## config.mk

```make
export PLATFORM = sky130hd
export DESIGN_NAME = pmwc_top
export DESIGN_NICKNAME = d
export VERILOG_FILES = /design/src/rtl/pmwc_pkg.sv /design/src/rtl/pmwc_top.sv
export SDC_FILE = /design/constraint.sdc
export NUM_CORES = 1
export LEC_CHECK = 0
export ABC_AREA = 1
export BUFFER_PORTS_ARGS = -buffer_cell sky130_fd_sc_hd__buf_2
export CORE_ASPECT_RATIO = 1.25
export CORE_MARGIN = 3
export CORE_UTILIZATION = 45
export CTS_CLUSTER_SIZE = 40
export DETAILED_ROUTE_END_ITERATION = 10
export PLACE_DENSITY = 0.64
export SETUP_SLACK_MARGIN = 0.1
export SLEW_MARGIN = 20
export SYNTH_ARGS = -nofsm -noshare
export SYNTH_HDL_FRONTEND = slang
export SYNTH_SLANG_ARGS = --single-unit
export TNS_END_PERCENT = 30
```

## constraint.sdc

```tcl
create_clock -name core_clk -period 5.4 [get_ports core_clk]
set_clock_uncertainty 0.2 [all_clocks]
set_input_delay 0.54 -clock core_clk [delete_from_list [all_inputs] [get_ports core_clk]]
set_output_delay 0.54 -clock core_clk [all_outputs]
set_load 0.02 [all_outputs]
```

## src/rtl/pmwc_pkg.sv

```systemverilog
// Package of constants and types for the power mode wake-up control block.
package pmwc_pkg;

  // ----------------------------------------------------------------------
  // Clock select encodings, port and interrupt widths
  // ----------------------------------------------------------------------
  localparam logic [2:0] CKS_SUB       = 3'h7;
  localparam logic [2:0] CKS_RESET     = 3'h0;
  localparam int         PORT_A_WIDTH  = 8;
  localparam int         NUM_IRQ       = 8;

  // ----------------------------------------------------------------------
  // Timing
  // ----------------------------------------------------------------------
  localparam int CLK_PERIOD_NS    = 5;
  // Low-speed RC clock taken as 32 kHz, period 31250 ns.
  localparam int LOW_SPEED_RC_OSC_PERIOD_NS   = 31250;
  localparam int LOW_SPEED_RC_OSC_DIV_CYCLES  = LOW_SPEED_RC_OSC_PERIOD_NS / CLK_PERIOD_NS;
  localparam int WDT_CNT_WIDTH    = 18;
  localparam int HS_STABLE_CYCLES = 64;

  typedef enum logic [2:0] {
    PMWC_RUN,
    PMWC_SLEEP,
    PMWC_IDLE_LOW_CLOCK_MODE,
    PMWC_IDLE_BOTH_CLOCKS_MODE,
    PMWC_IDLE_HIGH_CLOCK_MODE,
    PMWC_WAKE
  } pmwc_state_type;

endpackage : pmwc_pkg

```

## src/rtl/pmwc_top.sv

```systemverilog
// Power-mode sequencer: clock select, halt modes, wake-up, watchdog.
// How it works
// - Select 0..6 runs high clock divided 1..64.
// - Stable flag reports high oscillator restart.
// - Halt with keepalives 00 enters sleep.
// - Low-power modes stall CPU, hold state.
// - Entry sets power-down, clears timeout flag.
// - Entry clears watchdog, which keeps counting.
// - Keepalives hs0 ls1 give idle_low_clock_mode.
// - Keepalives both one give idle_both_clocks_mode.
// - Keepalives hs1 ls0 give idle_high_clock_mode.
// - Reset pin, port A, interrupt, watchdog wake.
// - Power-down clears only on power-up, clear.
// - Reset pin wake does full reset.
// - Watchdog wake sets timeout, resets PC/SP.
// - Enabled port A falling edge wakes, resumes.
// - Disabled or stack-full interrupt resumes, stays pending.
// - Enabled interrupt with stack room is serviced.
// - Flag already set at entry cannot wake.
// - Wake waits for oscillator stabilisation, except with select 7 or reset pin.
// - Watchdog divides RC clock 2^8 to 2^18.
// - Select 7 runs from sub clock.
module pmwc_top (
  // Clock and reset
  input  wire logic                              core_clk,
  input  wire logic                              rst,
  // CPU side
  input  wire logic                              halt_exec,
  input  wire logic                              clr_wdt_exec,
  input  wire logic                              stack_full,
  output logic                                   cpu_stall,
  output logic                                   pc_sp_reset,
  output logic                                   irq_service,
  // Control bits
  input  wire logic [2:0]                        sys_clk_select,
  input  wire logic                              hs_osc_keepalive_enable,
  input  wire logic                              ls_osc_keepalive_enable,
  input  wire logic                              hs_osc_enable,
  input  wire logic [2:0]                        wdt_period_select,
  // Wake sources
  input  wire logic                              ext_reset_pin,
  input  wire logic [pmwc_pkg::PORT_A_WIDTH-1:0] port_a_pins,
  input  wire logic [pmwc_pkg::PORT_A_WIDTH-1:0] port_a_wake_enable,
  input  wire logic [pmwc_pkg::NUM_IRQ-1:0]      irq_req,
  input  wire logic [pmwc_pkg::NUM_IRQ-1:0]      irq_enable,
  // Clock gating and status
  output logic                                   sys_clk_en,
  output logic                                   hs_clk_run,
  output logic                                   sub_clk_run,
  output logic                                   low_rc_clock,
  output logic                                   hs_osc_stable_flag,
  output logic                                   power_down_flag,
  output logic                                   watchdog_timeout_flag,
  output logic                                   full_reset,
  output logic                                   wdt_overflow
);

  // ----------------------------------------------------------------------
  // State and registers
  // ----------------------------------------------------------------------
  pmwc_pkg::pmwc_state_type state_r, state_nxt;
  logic [12:0] low_speed_rc_osc_cnt_r, low_speed_rc_osc_cnt_nxt;
  logic [pmwc_pkg::WDT_CNT_WIDTH-1:0] wdt_cnt_r, wdt_cnt_nxt;
  logic [6:0] div_cnt_r, div_cnt_nxt;
  logic [6:0] stab_cnt_r, stab_cnt_nxt;
  logic [pmwc_pkg::PORT_A_WIDTH-1:0] pa_prev_r, pa_prev_nxt;
  logic [pmwc_pkg::NUM_IRQ-1:0] irq_mask_r, irq_mask_nxt;
  logic pdf_r, pdf_nxt, to_r, to_nxt, low_speed_rc_osc_r, low_speed_rc_osc_nxt;
  logic pcsp_r, pcsp_nxt, svc_r, svc_nxt, frst_r, frst_nxt;
  logic ovf_r, ovf_nxt;

  logic low_speed_rc_osc_tick, wdt_ovf, hs_run, pa_wake;
  logic [pmwc_pkg::NUM_IRQ-1:0] irq_wake;
  logic [6:0] div_limit;

  // ----------------------------------------------------------------------
  // Combinational decode
  // ----------------------------------------------------------------------
  always_comb begin
    // Oscillator runs in wake, idle_both_clocks_mode, idle_high_clock_mode, and in run unless select 7 with enable off.
    hs_run = (state_r == pmwc_pkg::PMWC_RUN && (hs_osc_enable ||
              sys_clk_select != pmwc_pkg::CKS_SUB))
             || state_r == pmwc_pkg::PMWC_WAKE
             || state_r == pmwc_pkg::PMWC_IDLE_BOTH_CLOCKS_MODE
             || state_r == pmwc_pkg::PMWC_IDLE_HIGH_CLOCK_MODE;
    // Divider limit 2^n - 1 for select n.
    div_limit = 7'((8'h01 << sys_clk_select) - 8'h01);
    low_speed_rc_osc_tick = (low_speed_rc_osc_cnt_r == 13'(pmwc_pkg::LOW_SPEED_RC_OSC_DIV_CYCLES - 1));
    unique case (wdt_period_select)
      3'h0:    wdt_ovf = wdt_cnt_r[7:0] == 8'hff;
      3'h1:    wdt_ovf = wdt_cnt_r[9:0] == 10'h3ff;
      3'h2:    wdt_ovf = wdt_cnt_r[11:0] == 12'hfff;
      3'h3:    wdt_ovf = wdt_cnt_r[13:0] == 14'h3fff;
      3'h4:    wdt_ovf = wdt_cnt_r[14:0] == 15'h7fff;
      3'h5:    wdt_ovf = wdt_cnt_r[15:0] == 16'hffff;
      3'h6:    wdt_ovf = wdt_cnt_r[16:0] == 17'h1ffff;
      default: wdt_ovf = wdt_cnt_r == 18'h3ffff;
    endcase
    wdt_ovf = wdt_ovf && low_speed_rc_osc_tick;
    pa_wake = |(pa_prev_r & ~port_a_pins & port_a_wake_enable);
    // Only requests that rose after entry may wake.
    irq_wake = irq_req & ~irq_mask_r;
  end

  // ----------------------------------------------------------------------
  // Next-state logic
  // ----------------------------------------------------------------------
  always_comb begin
    state_nxt    = state_r;
    low_speed_rc_osc_cnt_nxt = low_speed_rc_osc_tick ? 13'h0000 : low_speed_rc_osc_cnt_r + 13'h0001;
    low_speed_rc_osc_nxt     = low_speed_rc_osc_tick ? ~low_speed_rc_osc_r : low_speed_rc_osc_r;
    wdt_cnt_nxt  = wdt_cnt_r;
    div_cnt_nxt  = div_cnt_r;
    stab_cnt_nxt = stab_cnt_r;
    pa_prev_nxt  = port_a_pins;
    irq_mask_nxt = irq_mask_r;
    pdf_nxt      = pdf_r;
    to_nxt       = to_r;
    pcsp_nxt     = 1'b0;
    svc_nxt      = 1'b0;
    frst_nxt     = 1'b0;
    ovf_nxt      = wdt_ovf;
    // Watchdog always counts; the low-speed clock never stops.
    if (low_speed_rc_osc_tick) begin
      wdt_cnt_nxt = wdt_ovf ? '0 : wdt_cnt_r + 1'b1;
    end
    if (clr_wdt_exec && state_r == pmwc_pkg::PMWC_RUN) begin
      wdt_cnt_nxt = '0;
      pdf_nxt     = 1'b0;
      to_nxt      = 1'b0;
    end
    // Stabilisation restarts whenever the oscillator is off.
    if (!hs_run) begin
      stab_cnt_nxt = '0;
    end else if (stab_cnt_r != 7'(pmwc_pkg::HS_STABLE_CYCLES)) begin
      stab_cnt_nxt = stab_cnt_r + 7'h01;
    end
    if (state_r == pmwc_pkg::PMWC_RUN
        && sys_clk_select != pmwc_pkg::CKS_SUB) begin
      div_cnt_nxt = (div_cnt_r >= div_limit) ? 7'h00
                    : div_cnt_r + 7'h01;
    end
    unique case (state_r)
      pmwc_pkg::PMWC_RUN: begin
        if (halt_exec) begin
          // Keep-alive bits sampled on the halt itself.
          unique case ({hs_osc_keepalive_enable,
                        ls_osc_keepalive_enable})
            2'b00: state_nxt = pmwc_pkg::PMWC_SLEEP;
            2'b01: state_nxt = pmwc_pkg::PMWC_IDLE_LOW_CLOCK_MODE;
            2'b11: state_nxt = pmwc_pkg::PMWC_IDLE_BOTH_CLOCKS_MODE;
            2'b10: state_nxt = pmwc_pkg::PMWC_IDLE_HIGH_CLOCK_MODE;
          endcase
          pdf_nxt      = 1'b1;
          to_nxt       = 1'b0;
          wdt_cnt_nxt  = '0;
          low_speed_rc_osc_cnt_nxt = '0;
          irq_mask_nxt = irq_req;
        end
      end
      pmwc_pkg::PMWC_WAKE: begin
        if (stab_cnt_r == 7'(pmwc_pkg::HS_STABLE_CYCLES)
            || sys_clk_select == pmwc_pkg::CKS_SUB) begin
          state_nxt = pmwc_pkg::PMWC_RUN;
          svc_nxt   = |(irq_wake & irq_enable) && !stack_full;
        end
      end
      default: begin
        if (wdt_ovf) begin
          to_nxt    = 1'b1;
          pcsp_nxt  = 1'b1;
          state_nxt = pmwc_pkg::PMWC_WAKE;
        end else if (pa_wake || |irq_wake) begin
          state_nxt = pmwc_pkg::PMWC_WAKE;
        end
      end
    endcase
    // Normal-run overflow resets the device and also marks timeout.
    if (wdt_ovf && state_r == pmwc_pkg::PMWC_RUN) begin
      to_nxt   = 1'b1;
      frst_nxt = 1'b1;
    end
    if (ext_reset_pin) begin
      state_nxt = pmwc_pkg::PMWC_RUN;
      frst_nxt  = 1'b1;
      wdt_cnt_nxt = '0;
    end
  end

  // ----------------------------------------------------------------------
  // Mode registers
  // ----------------------------------------------------------------------
  always_ff @(posedge core_clk or posedge rst) begin
    if (rst) begin
      state_r    <= pmwc_pkg::PMWC_RUN;
      irq_mask_r <= '0;
    end else begin
      state_r    <= state_nxt;
      irq_mask_r <= irq_mask_nxt;
    end
  end

  // ----------------------------------------------------------------------
  // Low-speed clock registers
  // ----------------------------------------------------------------------
  always_ff @(posedge core_clk or posedge rst) begin
    if (rst) begin
      low_speed_rc_osc_cnt_r <= '0;
      low_speed_rc_osc_r     <= 1'b0;
    end else begin
      low_speed_rc_osc_cnt_r <= low_speed_rc_osc_cnt_nxt;
      low_speed_rc_osc_r     <= low_speed_rc_osc_nxt;
    end
  end

  // ----------------------------------------------------------------------
  // Watchdog registers
  // ----------------------------------------------------------------------
  always_ff @(posedge core_clk or posedge rst) begin
    if (rst) begin
      wdt_cnt_r <= '0;
      ovf_r     <= 1'b0;
    end else begin
      wdt_cnt_r <= wdt_cnt_nxt;
      ovf_r     <= ovf_nxt;
    end
  end

  // ----------------------------------------------------------------------
  // Divider and stabilisation registers
  // ----------------------------------------------------------------------
  always_ff @(posedge core_clk or posedge rst) begin
    if (rst) begin
      div_cnt_r  <= '0;
      stab_cnt_r <= '0;
    end else begin
      div_cnt_r  <= div_cnt_nxt;
      stab_cnt_r <= stab_cnt_nxt;
    end
  end

  // ----------------------------------------------------------------------
  // Wake pin history
  // ----------------------------------------------------------------------
  always_ff @(posedge core_clk or posedge rst) begin
    if (rst) begin
      pa_prev_r <= '0;
    end else begin
      pa_prev_r <= pa_prev_nxt;
    end
  end

  // ----------------------------------------------------------------------
  // Status flags
  // ----------------------------------------------------------------------
  always_ff @(posedge core_clk or posedge rst) begin
    if (rst) begin
      pdf_r <= 1'b0;
      to_r  <= 1'b0;
    end else begin
      pdf_r <= pdf_nxt;
      to_r  <= to_nxt;
    end
  end

  // ----------------------------------------------------------------------
  // Event pulses
  // ----------------------------------------------------------------------
  always_ff @(posedge core_clk or posedge rst) begin
    if (rst) begin
      pcsp_r <= 1'b0;
      svc_r  <= 1'b0;
      frst_r <= 1'b0;
    end else begin
      pcsp_r <= pcsp_nxt;
      svc_r  <= svc_nxt;
      frst_r <= frst_nxt;
    end
  end

  // ----------------------------------------------------------------------
  // Outputs
  // ----------------------------------------------------------------------
  // Sub-clock mode enables the CPU on each low-speed tick.
  assign sys_clk_en  = (state_r == pmwc_pkg::PMWC_RUN)
                       && ((sys_clk_select == pmwc_pkg::CKS_SUB) ? low_speed_rc_osc_tick
                           : div_cnt_r == 7'h00);
  assign cpu_stall   = state_r != pmwc_pkg::PMWC_RUN;
  assign hs_clk_run  = hs_run;
  // Mode state, not the live bit, so later writes cannot move the clock.
  assign sub_clk_run = (state_r != pmwc_pkg::PMWC_SLEEP)
                       && (state_r != pmwc_pkg::PMWC_IDLE_HIGH_CLOCK_MODE);
  assign low_rc_clock = low_speed_rc_osc_r;
  assign hs_osc_stable_flag = stab_cnt_r
                              == 7'(pmwc_pkg::HS_STABLE_CYCLES);
  assign power_down_flag       = pdf_r;
  assign watchdog_timeout_flag = to_r;
  assign pc_sp_reset = pcsp_r;
  assign irq_service = svc_r;
  assign full_reset  = frst_r;
  assign wdt_overflow = ovf_r;

endmodule : pmwc_top

```

; Yosys cells after proc, flatten, opt, wreduce, memory -nomap -nowiden
; Index checks and enable logic that the tools add are counted.
[classes]
bitwise = 7
n_eq_ne = 30
reduce_logical = 27
shifts = 1
muxes = 35
n_lt_le_gt_ge = 1
add_sub_neg = 5
[op_table]
columns = operator, count
row1 = 18-bit 2-to-1 mux, 6
row2 = 13-bit 2-to-1 mux, 3
row3 = 8-bit bitwise AND, 4
row4 = 8-bit OR reduction, 3
row5 = 7-bit 2-to-1 mux, 3
row6 = "18-bit by 1-bit adder with 18-bit output, second input constant", 1
row7 = "18-bit equality test, second input constant", 1
row8 = "3-bit equality test, second input constant", 6
row9 = "17-bit equality test, second input constant", 1
row10 = "16-bit equality test, second input constant", 1
row11 = 8-bit inverter, 2
row12 = "15-bit equality test, second input constant", 1
row13 = 3-bit 2-to-1 mux, 5
row14 = "7-bit by 1-bit adder with 7-bit output, second input constant", 2
row15 = "14-bit equality test, second input constant", 1
row16 = 1-bit 2-to-1 mux, 14
row17 = "13-bit by 1-bit adder with 13-bit output, second input constant", 1
row18 = "13-bit equality test, second input constant", 1
row19 = "12-bit equality test, second input constant", 1
row20 = 3-bit case mux with 4 select lines, 1
row21 = "10-bit equality test, second input constant", 1
row22 = "3-bit by 2-bit equality test with 1-bit output, second input constant", 3
row23 = "3-bit inequality test, second input constant", 3
row24 = "8-bit equality test, second input constant", 1
row25 = 26 further kinds, 40
[totals]
word_cells = 120
output_inout_bits = 12
in_bits = 47
reg_bits = 71

; Logic depth before layout (Yosys ltp)
; Gate-level depths: netlist (run 1).
[logic_depth]
depth_word = 9
depth_mapped = 14

; Worst setup path before layout (run 1)
; Ideal clock, no wire load.
[synth_timing]
path_type = input to register
startpoint = in sys_clk_select[0]
endpoint = reg div_cnt_r[6]
arrival_time_ns = 2.138
n_path_buf = 0
slack_ns = 2.942
stages = 14
setup_ns = 0.120
cell_sequence = nor2_1 -> nand2_1 -> ha_1 -> xor2_1 -> ha_1 -> nand2_1 -> o21ai_0 -> a21oi_1 -> o21ai_0 -> nand2_1 -> nand3_1 -> nand2_1 -> inv_1 -> nor2_1
[synth_via]
elab_chain_len = 4
word_cells_on_any_way = 6
[synth_rtl]
columns = item, line
row1 = start: declaration, pmwc_top.sv:35  ; input wire logic [2:0] sys_clk_select,
row2 = 1-bit by 3-bit << shifter with 7-bit output, pmwc_top.sv:87  ; div_limit = 7'((8'h01 << sys_clk_select) - 8'h01);
row3 = 7-bit by 1-bit subtractor with 7-bit output, pmwc_top.sv:87
row4 = 7-bit >= comparator, pmwc_top.sv:140  ; div_cnt_nxt = (div_cnt_r >= div_limit) ? 7'h00
row5 = 7-bit 2-to-1 mux, pmwc_top.sv:140
row6 = end signal: assignment, pmwc_top.sv:237  ; div_cnt_r <= div_cnt_nxt;
row7 = end: declaration, pmwc_top.sv:64  ; logic [6:0] div_cnt_r, div_cnt_nxt;
; Several ways; a longest one is shown, not always the timed one.
; A chain may end at the register's enable or synchronous reset.

; Worst setup path after layout (run 1)
[layout_timing]
startpoint = reg stab_cnt_r[0]
endpoint = out hs_osc_stable_flag
[layout_via]
elab_chain_len = 1
[layout_rtl]
columns = item, line
row1 = start: declaration, pmwc_top.sv:65  ; logic [6:0] stab_cnt_r, stab_cnt_nxt;
row2 = start signal: assignment, pmwc_top.sv:238  ; stab_cnt_r <= stab_cnt_nxt;
row3 = 7-bit equality test, pmwc_top.sv:295  ; == 7'(pmwc_pkg::HS_STABLE_CYCLES);
row4 = end: declaration, pmwc_top.sv:51  ; output logic hs_osc_stable_flag,
; No other way between the ends.

==> results of run 1 <==
-- stage by stage --
stage | std cells | area, sq um | worst slack (ps) | power (mW)
3_3_place_gp | 716 | 4700 | 2670 | 1.35
3_5_place_dp | 716 | 4700 | 2540 | 1.37
2_1_floorplan | 537 | 4270 | 2860 | 1.20
6_report | 732 | 4970 | 2770 | 1.90
4_1_cts | 732 | 4970 | 2750 | 1.92
5_1_grt | 732 | 4970 | 2600 | 2.04
-- sequential cells by signal, summed over array words and instances, names as in the netlist --
| name | count |
|---|---|
| wdt_cnt_r | 18 |
| low_speed_rc_osc_cnt_r | 13 |
| irq_mask_r | 8 |
| pa_prev_r | 8 |
| div_cnt_r | 7 |
| stab_cnt_r | 7 |
| state_r | 3 |
| full_reset | 1 |
| irq_service | 1 |
| low_rc_clock | 1 |
| pc_sp_reset | 1 |
| power_down_flag | 1 |
| watchdog_timeout_flag | 1 |
| wdt_overflow | 1 |
-- how the worst max path moves through the flow --
stage	startpoint	end	slack, ps	depth (start not counted)
after floorplan	rst	div_cnt_r[0]	2860	1
after global placement	sys_clk_select[0]	div_cnt_r[2]	2670	15
after detailed placement	sys_clk_select[0]	div_cnt_r[5]	2540	15
after CTS	stab_cnt_r[0]	hs_osc_stable_flag	2750	5
after global routing	stab_cnt_r[0]	hs_osc_stable_flag	2600	5
final	stab_cnt_r[0]	hs_osc_stable_flag	2770	5
-- cells in the mapped netlist --
cell and n:
nand3_1 38, buf_2 1, nor2_4 3, nor2_2 14, clkbuf_1 1, inv_2 4
buf_8 1, nor2_8 2, or2_2 6, nand2_1 104, a31oi_1 3, nor3_1 11
o31ai_1 3, or2_4 1, nand4_4 1, nand2_4 1, o21ai_0 35, inv_4 1
nor4b_1 1, ha_1 18, o22ai_1 3, xor2_1 12, nand4_1 12, nand4_2 2
inv_8 2, nor3b_2 1, nor2_1 56, o2111ai_1 1, nand3_4 1, nand2_2 4
and3_1 1, nor3_2 1, nor4_1 4, nand3b_1 4, nor3b_1 3, nand3_2 1
a21oi_1 15, nor3_4 3, xnor2_1 6, inv_1 85, dfrtp_1 71
-- cell usage in the layout, fill, tap and decap left out, types with 12 or more instances in the layout --
| cell | Yosys | final |
|---|---|---|
| nor2_1 | 56 | 56 |
| a21oi_1 | 15 | 15 |
| nand2_1 | 104 | 104 |
| nor2_2 | 14 | 14 |
| buf_2 | 1 | 58 |
| ha_1 | 18 | 18 |
| dfrtp_1 | 71 | 71 |
| o21ai_0 | 35 | 35 |
| nand3_1 | 38 | 38 |
| nand4_1 | 12 | 12 |
| inv_1 | 85 | 84 |
| xor2_1 | 12 | 12 |
-- where the power goes --
group          total, mW  internal, mW  switching (mW)
Sequential         0.707         0.624          0.0830
Clock              0.546         0.310           0.236
Combinational      0.645         0.224           0.421
Total               1.90          1.16           0.741
-- kinds of logic (layout without fill, tap and decap cells) --
kind of cell / after synthesis / in the layout / synth area share [%]
AND/OR/NAND/NOR: 275 / 275 / 32.9
buffers and inverters: 95 / 167 / 9.06
flip-flops: 71 / 71 / 41.6
AO/OA/AOI/OAI: 60 / 60 / 7.48
adder cells (fa/ha/maj): 18 / 18 / 5.28
XOR/XNOR: 18 / 18 / 3.69
-- layout make-up --
class	instances	area (sq um)	share of cell area, %
clock buffer	9	225	4.53
inverter	92	363	7.30
timing repair buffer	59	298	5.99
sequential	71	1780	35.8
tap	123	154	3.10
clock inverter	7	48.8	0.982
multi-input combinational	371	2100	42.3
-- layer usage --
| layer | global-route usage [%] | part of all wire, % |
|---|---|---|
| met1 | 22.4 | 43 |
| met2 | 34.6 | 52 |
| met3 | 4.58 | 3.8 |
| met4 | 6.55 | 1.6 |
| met5 | 0 | 0 |
==> flow_summary.json, run 1 <==
{
  "drt_first_iter_violations": 123,
  "status": "completed",
  "cp-start-kind": "register",
  "setup_viol": 0,
  "htree_levels": 3,
  "wl_microns": 9360,
  "reg2reg_depth": 11,
  "clock_path_buffers": 2,
  "floorplan.initialDensity_pct": 46.5,
  "die_area_sq_um": 10700,
  "num_rows": 39,
  "yosys_warnings": 0,
  "crit_type": "register to primary output",
  "holdWs_ps": 119,
  "required_ps": 4660,
  "powerDensity_nw_per_um2": 382,
  "cp_data_arrival_time_ps": 1890,
  "drc": 0,
  "synth_top_area_share_pct": 41.6,
  "crit_buf_inv": 2,
  "cp_max_fo": 4,
  "io_buffers": 58,
  "period_share_pct": 48.7,
  "die_h_microns": 115,
  "hold_depth": 1,
  "synth.distinct_cells": 41,
  "die_w_microns": 93.1,
  "final_util_pct": 54.2,
  "syn2layout_area_growth_pct": 16.4,
  "clk_transition_reported_paths_ps": 60,
  "ctsResizeCount": 0,
  "fmax_ghz": 0.380,
  "relSlewSlack_pct": 40.8,
  "postCtsSetupBuffers": 0,
  "hpwlAfterDp_microns": 7170,
  "drt-pass1-iter-count": 4,
  "finalHoldViolCount": 0,
  "vdd_ir_drop_max_mv": 0.281,
  "maxCapViolCount": 0,
  "grt_setup_unrepaired": "no",
  "place.gp.congestion": 0.853,
  "period_minus_slack_ps": 2630,
  "viasPerCell": 5.03,
  "total_leakage_power_nw": 2.45,
  "syn_area_per_cell_sq_um": 7.95,
  "hold_end": "pa_prev_r[2]",
  "reg2reg_slack_ps": 3110,
  "vias": 3685,
  "drive_above_1_share_pct": 20.4,
  "synth_seq_cells": 71,
  "grt_pass1_wl_microns": 16400,
  "rr_startpoint": "low_speed_rc_osc_cnt_r[1]",
  "yosysSeqAreaShare_pct": 41.6,
  "grt_use_total_pct": 19.2,
  "antenna_found_initial": 0,
  "core_area_sq_um": 9170,
  "grt_pass1_vias": 3743,
  "finalMaxSlewViolations": 0,
  "post_drt_wl_per_cell_microns": 12.8,
  "clkSinkCount": 71,
  "nNetsFinal": 669,
  "rr_endpoint": "wdt_cnt_r[17]",
  "crit_slowest_cell": "nor4_1",
  "antenna_left": 0,
  "syn_inst": 537,
  "syn_nets": 602,
  "postCtsHoldBufs": 0,
  "min-delay-start": "port_a_pins[2]",
  "ctsRootBufferMaster": "clkbuf_16",
  "cts_buffers": 9,
  "crit_chain": "inv_1 > ha_1 > nand3_1 > nor4_1 > buf_2",
  "syn_area_sq_um": 4270,
  "synth_area_leaders": "dfrtp_1 42%, nand2_1 9.1%, inv_1 7.5%",
  "io_pins": 59,
  "cpLargestDelayFamily": "simple AND/OR/NAND/NOR gates",
  "overflow": 0,
  "fin_tns_setup_ps": 0,
  "cts_tree": "done",
  "num_antenna_cells": 0,
  "tightest_slew_ps": 887,
  "hold_path.class": "input port to register",
  "end_kind": "primary output",
  "yosysTopAreaCell": "dfrtp_1",
  "crit_path_max_incr_delay_ps": 550,
  "fillerInstances": 917,
  "grt_max_degree": 72,
  "insertion_delay_ps": 340
}
Note: power is estimated with default switching activity, not from simulation.
==> run 2, diff against run 1 <==
Settings changed: ABC_AREA 1 to 0, PLACE_DENSITY 0.64 to 0.67.
Clock period 5.4 ns to 2.4 ns, I/O delays scaled along.
==> run 2 against run 1 <==
The run now ends with negative setup slack left. Register-to-register slack got worse by 3200 ps. Sequential share of layout area increased by 0.081 points. Design area decreased by 0.23%. Routed wire length decreased by 14%. Clock power increased by 52%. Utilization increased by 8.4 points. Worst hold slack got worse by 46 ps. Cell count decreased by 18%. Sequential power increased by 120%. Die area decreased by 12%.
==> flow_summary.json, run 2 <==
{
  "syn_area_per_cell_sq_um": 9.78,
  "vdd_ir_drop_max_mv": 0.458,
  "finalPower_mw": 4.01,
  "drt_first_iter_violations": 115,
  "synth.distinct_cells": 47,
  "grt_use_total_pct": 18.1,
  "drive_above_1_share_pct": 29.7,
  "place.gp.congestion": 0.843,
  "postPlaceCellArea_sq_um": 4420,
  "combPwrFrac_pct": 39.9,
  "synth_top_area_share_pct": 47.4,
  "layout_commonest_cell": "dfrtp_1",
  "synth_area_leaders": "dfrtp_1 47%, ha_1 6.0%, nor2_1 5.4%",
  "ctsRootBufferMaster": "clkbuf_8",
  "io_pins": 59,
  "syn2layout_area_growth_pct": 32.4,
  "p_int_mw": 2.60,
  "period_minus_slack_ps": 2500,
  "synth_commonest_cells": "71 x dfrtp_1, 54 x nor2_1, 35 x nand2_1",
  "post_drt_wl_per_cell_microns": 13.4,
  "required_ps": 1960,
  "clk_transition_reported_paths_ps": 70,
  "grt_pass1_vias": 3161,
  "setup_viol": 18,
  "io_buffers": 58,
  "die_h_microns": 108,
  "final_area_sq_um": 4960,
  "yosysSeqAreaShare_pct": 47.4,
  "syn_inst": 383,
  "final_cell_mix": "71 x dfrtp_1, 57 x buf_2, 42 x nor2_1",
  "p_seq_share_pct": 39.3,
  "clockPowerShare_pct": 20.7,
  "htree_levels": 3,
  "largest_reg_flops": 18,
  "top_register": "wdt_cnt_r",
  "finalMaxSlewViolations": 0,
  "reg2reg_depth": 6,
  "grt_pass1_wl_microns": 13500,
  "crit_type": "register to primary output",
  "synthFlopType": "dfrtp_1",
  "syn_nets": 448,
  "antenna_found_initial": 0,
  "vias": 3143,
  "relSlewSlack_pct": 72.9,
  "hold_path.class": "input port to register",
  "period_share_pct": 104,
  "floorplan.initialDensity_pct": 47.2,
  "cts_tree": "done",
  "total_leakage_power_nw": 2.33,
  "nNetsFinal": 570,
  "clkSinkCount": 71,
  "die_area_sq_um": 9460,
  "syn_area_sq_um": 3740,
  "grt_setup_unrepaired": "yes",
  "top_regs": "wdt_cnt_r (18), low_speed_rc_osc_cnt_r (13)",
  "viasPerCell": 5.21,
  "num_rows": 36,
  "synth_seq_cells": 71,
  "drc": 0,
  "hpwlAfterDp_microns": 5940,
  "wl_microns": 8070,
  "antenna_left": 0,
  "status": "finished, violations left",
  "yosysTopAreaCell": "dfrtp_1",
  "holdWs_ps": 73.1,
  "drt-pass1-iter-count": 4,
  "tightest_slew_ps": 406,
  "fillerInstances": 650,
  "end_kind": "primary output",
  "die_w_microns": 87.6,
  "cp-start-kind": "register",
  "insertion_delay_ps": 340,
  "switching_share_pct": 35.1,
  "synth.most_common_cell": "dfrtp_1",
  "powerDensity_nw_per_um2": 808,
  "cts_buffers": 9,
  "power_switching_mw": 1.41,
  "async_flop_share_pct": 100,
  "clock_path_buffers": 2,
  "finalHoldViolCount": 0,
  "fmax_ghz": 0.399,
  "synth_edf_count": 0,
  "violations": "negative setup slack",
  "cp_data_arrival_time_ps": 2060,
  "fin_tns_setup_ps": -1310,
  "num_antenna_cells": 0,
  "core_area_sq_um": 7930,
  "hold_depth": 3,
  "overflow": 0,
  "maxCapViolCount": 0,
  "yosys_warnings": 0,
  "grt_max_degree": 55,
  "worst_slack_ps": -105,
  "cp_max_fo": 2
}
[run 2: cell types whose count changed after synthesis, sizes merged, moves of 9 or more]
cell / previous run / this run
xnor2: 6 / 18
o21ai: 35 / 6
inv: 92 / 18
nor2b: 0 / 9
xor2: 12 / 23
nand2: 109 / 35
nor2: 75 / 54
nand3: 40 / 15
[run 2: cells by family after synthesis]
family / count (synthesis) / share of synthesized area, %
fa+ha+maj: 18 / 6.01
buf+inv: 26 / 3.11
xor+xnor: 41 / 9.59
mux: 8 / 2.41
simple gates: 170 / 22.9
flops: 71 / 47.4
compound gates: 49 / 8.59
[run 2: final cells by class]
type                    count  area, sq um  area share [%]
multi-input cells         286         2000            40.3
flip-flops and latches     71         1780            35.8
repair buffers            118          828            16.7
clock buffers              13          159            3.20
well taps                  95          119            2.40
inverters                  19         71.3            1.44
clock inverters             1         5.00           0.101
[run 2: worst paths after layout]
check                                          start       endpoint  slack, ps
setup / recovery           low_speed_rc_osc_cnt_r[4]     sys_clk_en       -100
hold / removal                             halt_exec     state_r[2]         70
setup reg to reg           low_speed_rc_osc_cnt_r[4]   wdt_cnt_r[3]       -100
hold reg to reg                         low_rc_clock   low_rc_clock        270
max in group asynchronous                        rst  wdt_cnt_r[12]       1160
min in group asynchronous                        rst  irq_mask_r[5]        240
[run 2: critical path: stages, from the launching register on]
cell and delay, ps:
dfrtp_1 380, or4_4 540, buf_6 140, nor3_4 200
buf_6 130, nand2_2 50, a21oi_2 130, buf_4 160
[run 2: through the flow]
stage / util, % / std cells / setup slack, ps
floorplan: - / 383 / -250
global placement: 55.8 / 565 / -225
detailed placement: 55.8 / 565 / -289
CTS: 61.3 / 602 / -124
global route: 62.5 / 603 / -179
finish: 62.5 / 603 / -105
[run 2: routing by layer]
layer	vias to the layer above	global-route usage [%]	share of wire [%]
met4	0	7.24	1.7
met2	69	30.4	49
met3	11	4.12	5.6
met5	-	0	0
li1	1572	-	-
met1	1491	22.3	43
[run 2: power groups by stage]
stage / logic [mW] / registers, mW / clock network, mW
2_1_floorplan: 0.959 / 1.59 / 0
3_3_place_gp: 1.45 / 1.58 / 0
3_5_place_dp: 1.48 / 1.59 / 0
4_1_cts: 1.55 / 1.57 / 0.850
5_1_grt: 1.79 / 1.61 / 0.896
6_report: 1.60 / 1.58 / 0.831
[run 2: timing repair]
action                                  CTS  global route
pin swaps                                15             9
gates cloned                              1             0
hold buffers                             20             0
setup buffers                             2             1
hold endpoints to repair                 38             0
resized for setup                        13            20
endpoints found under the setup margin   21            28
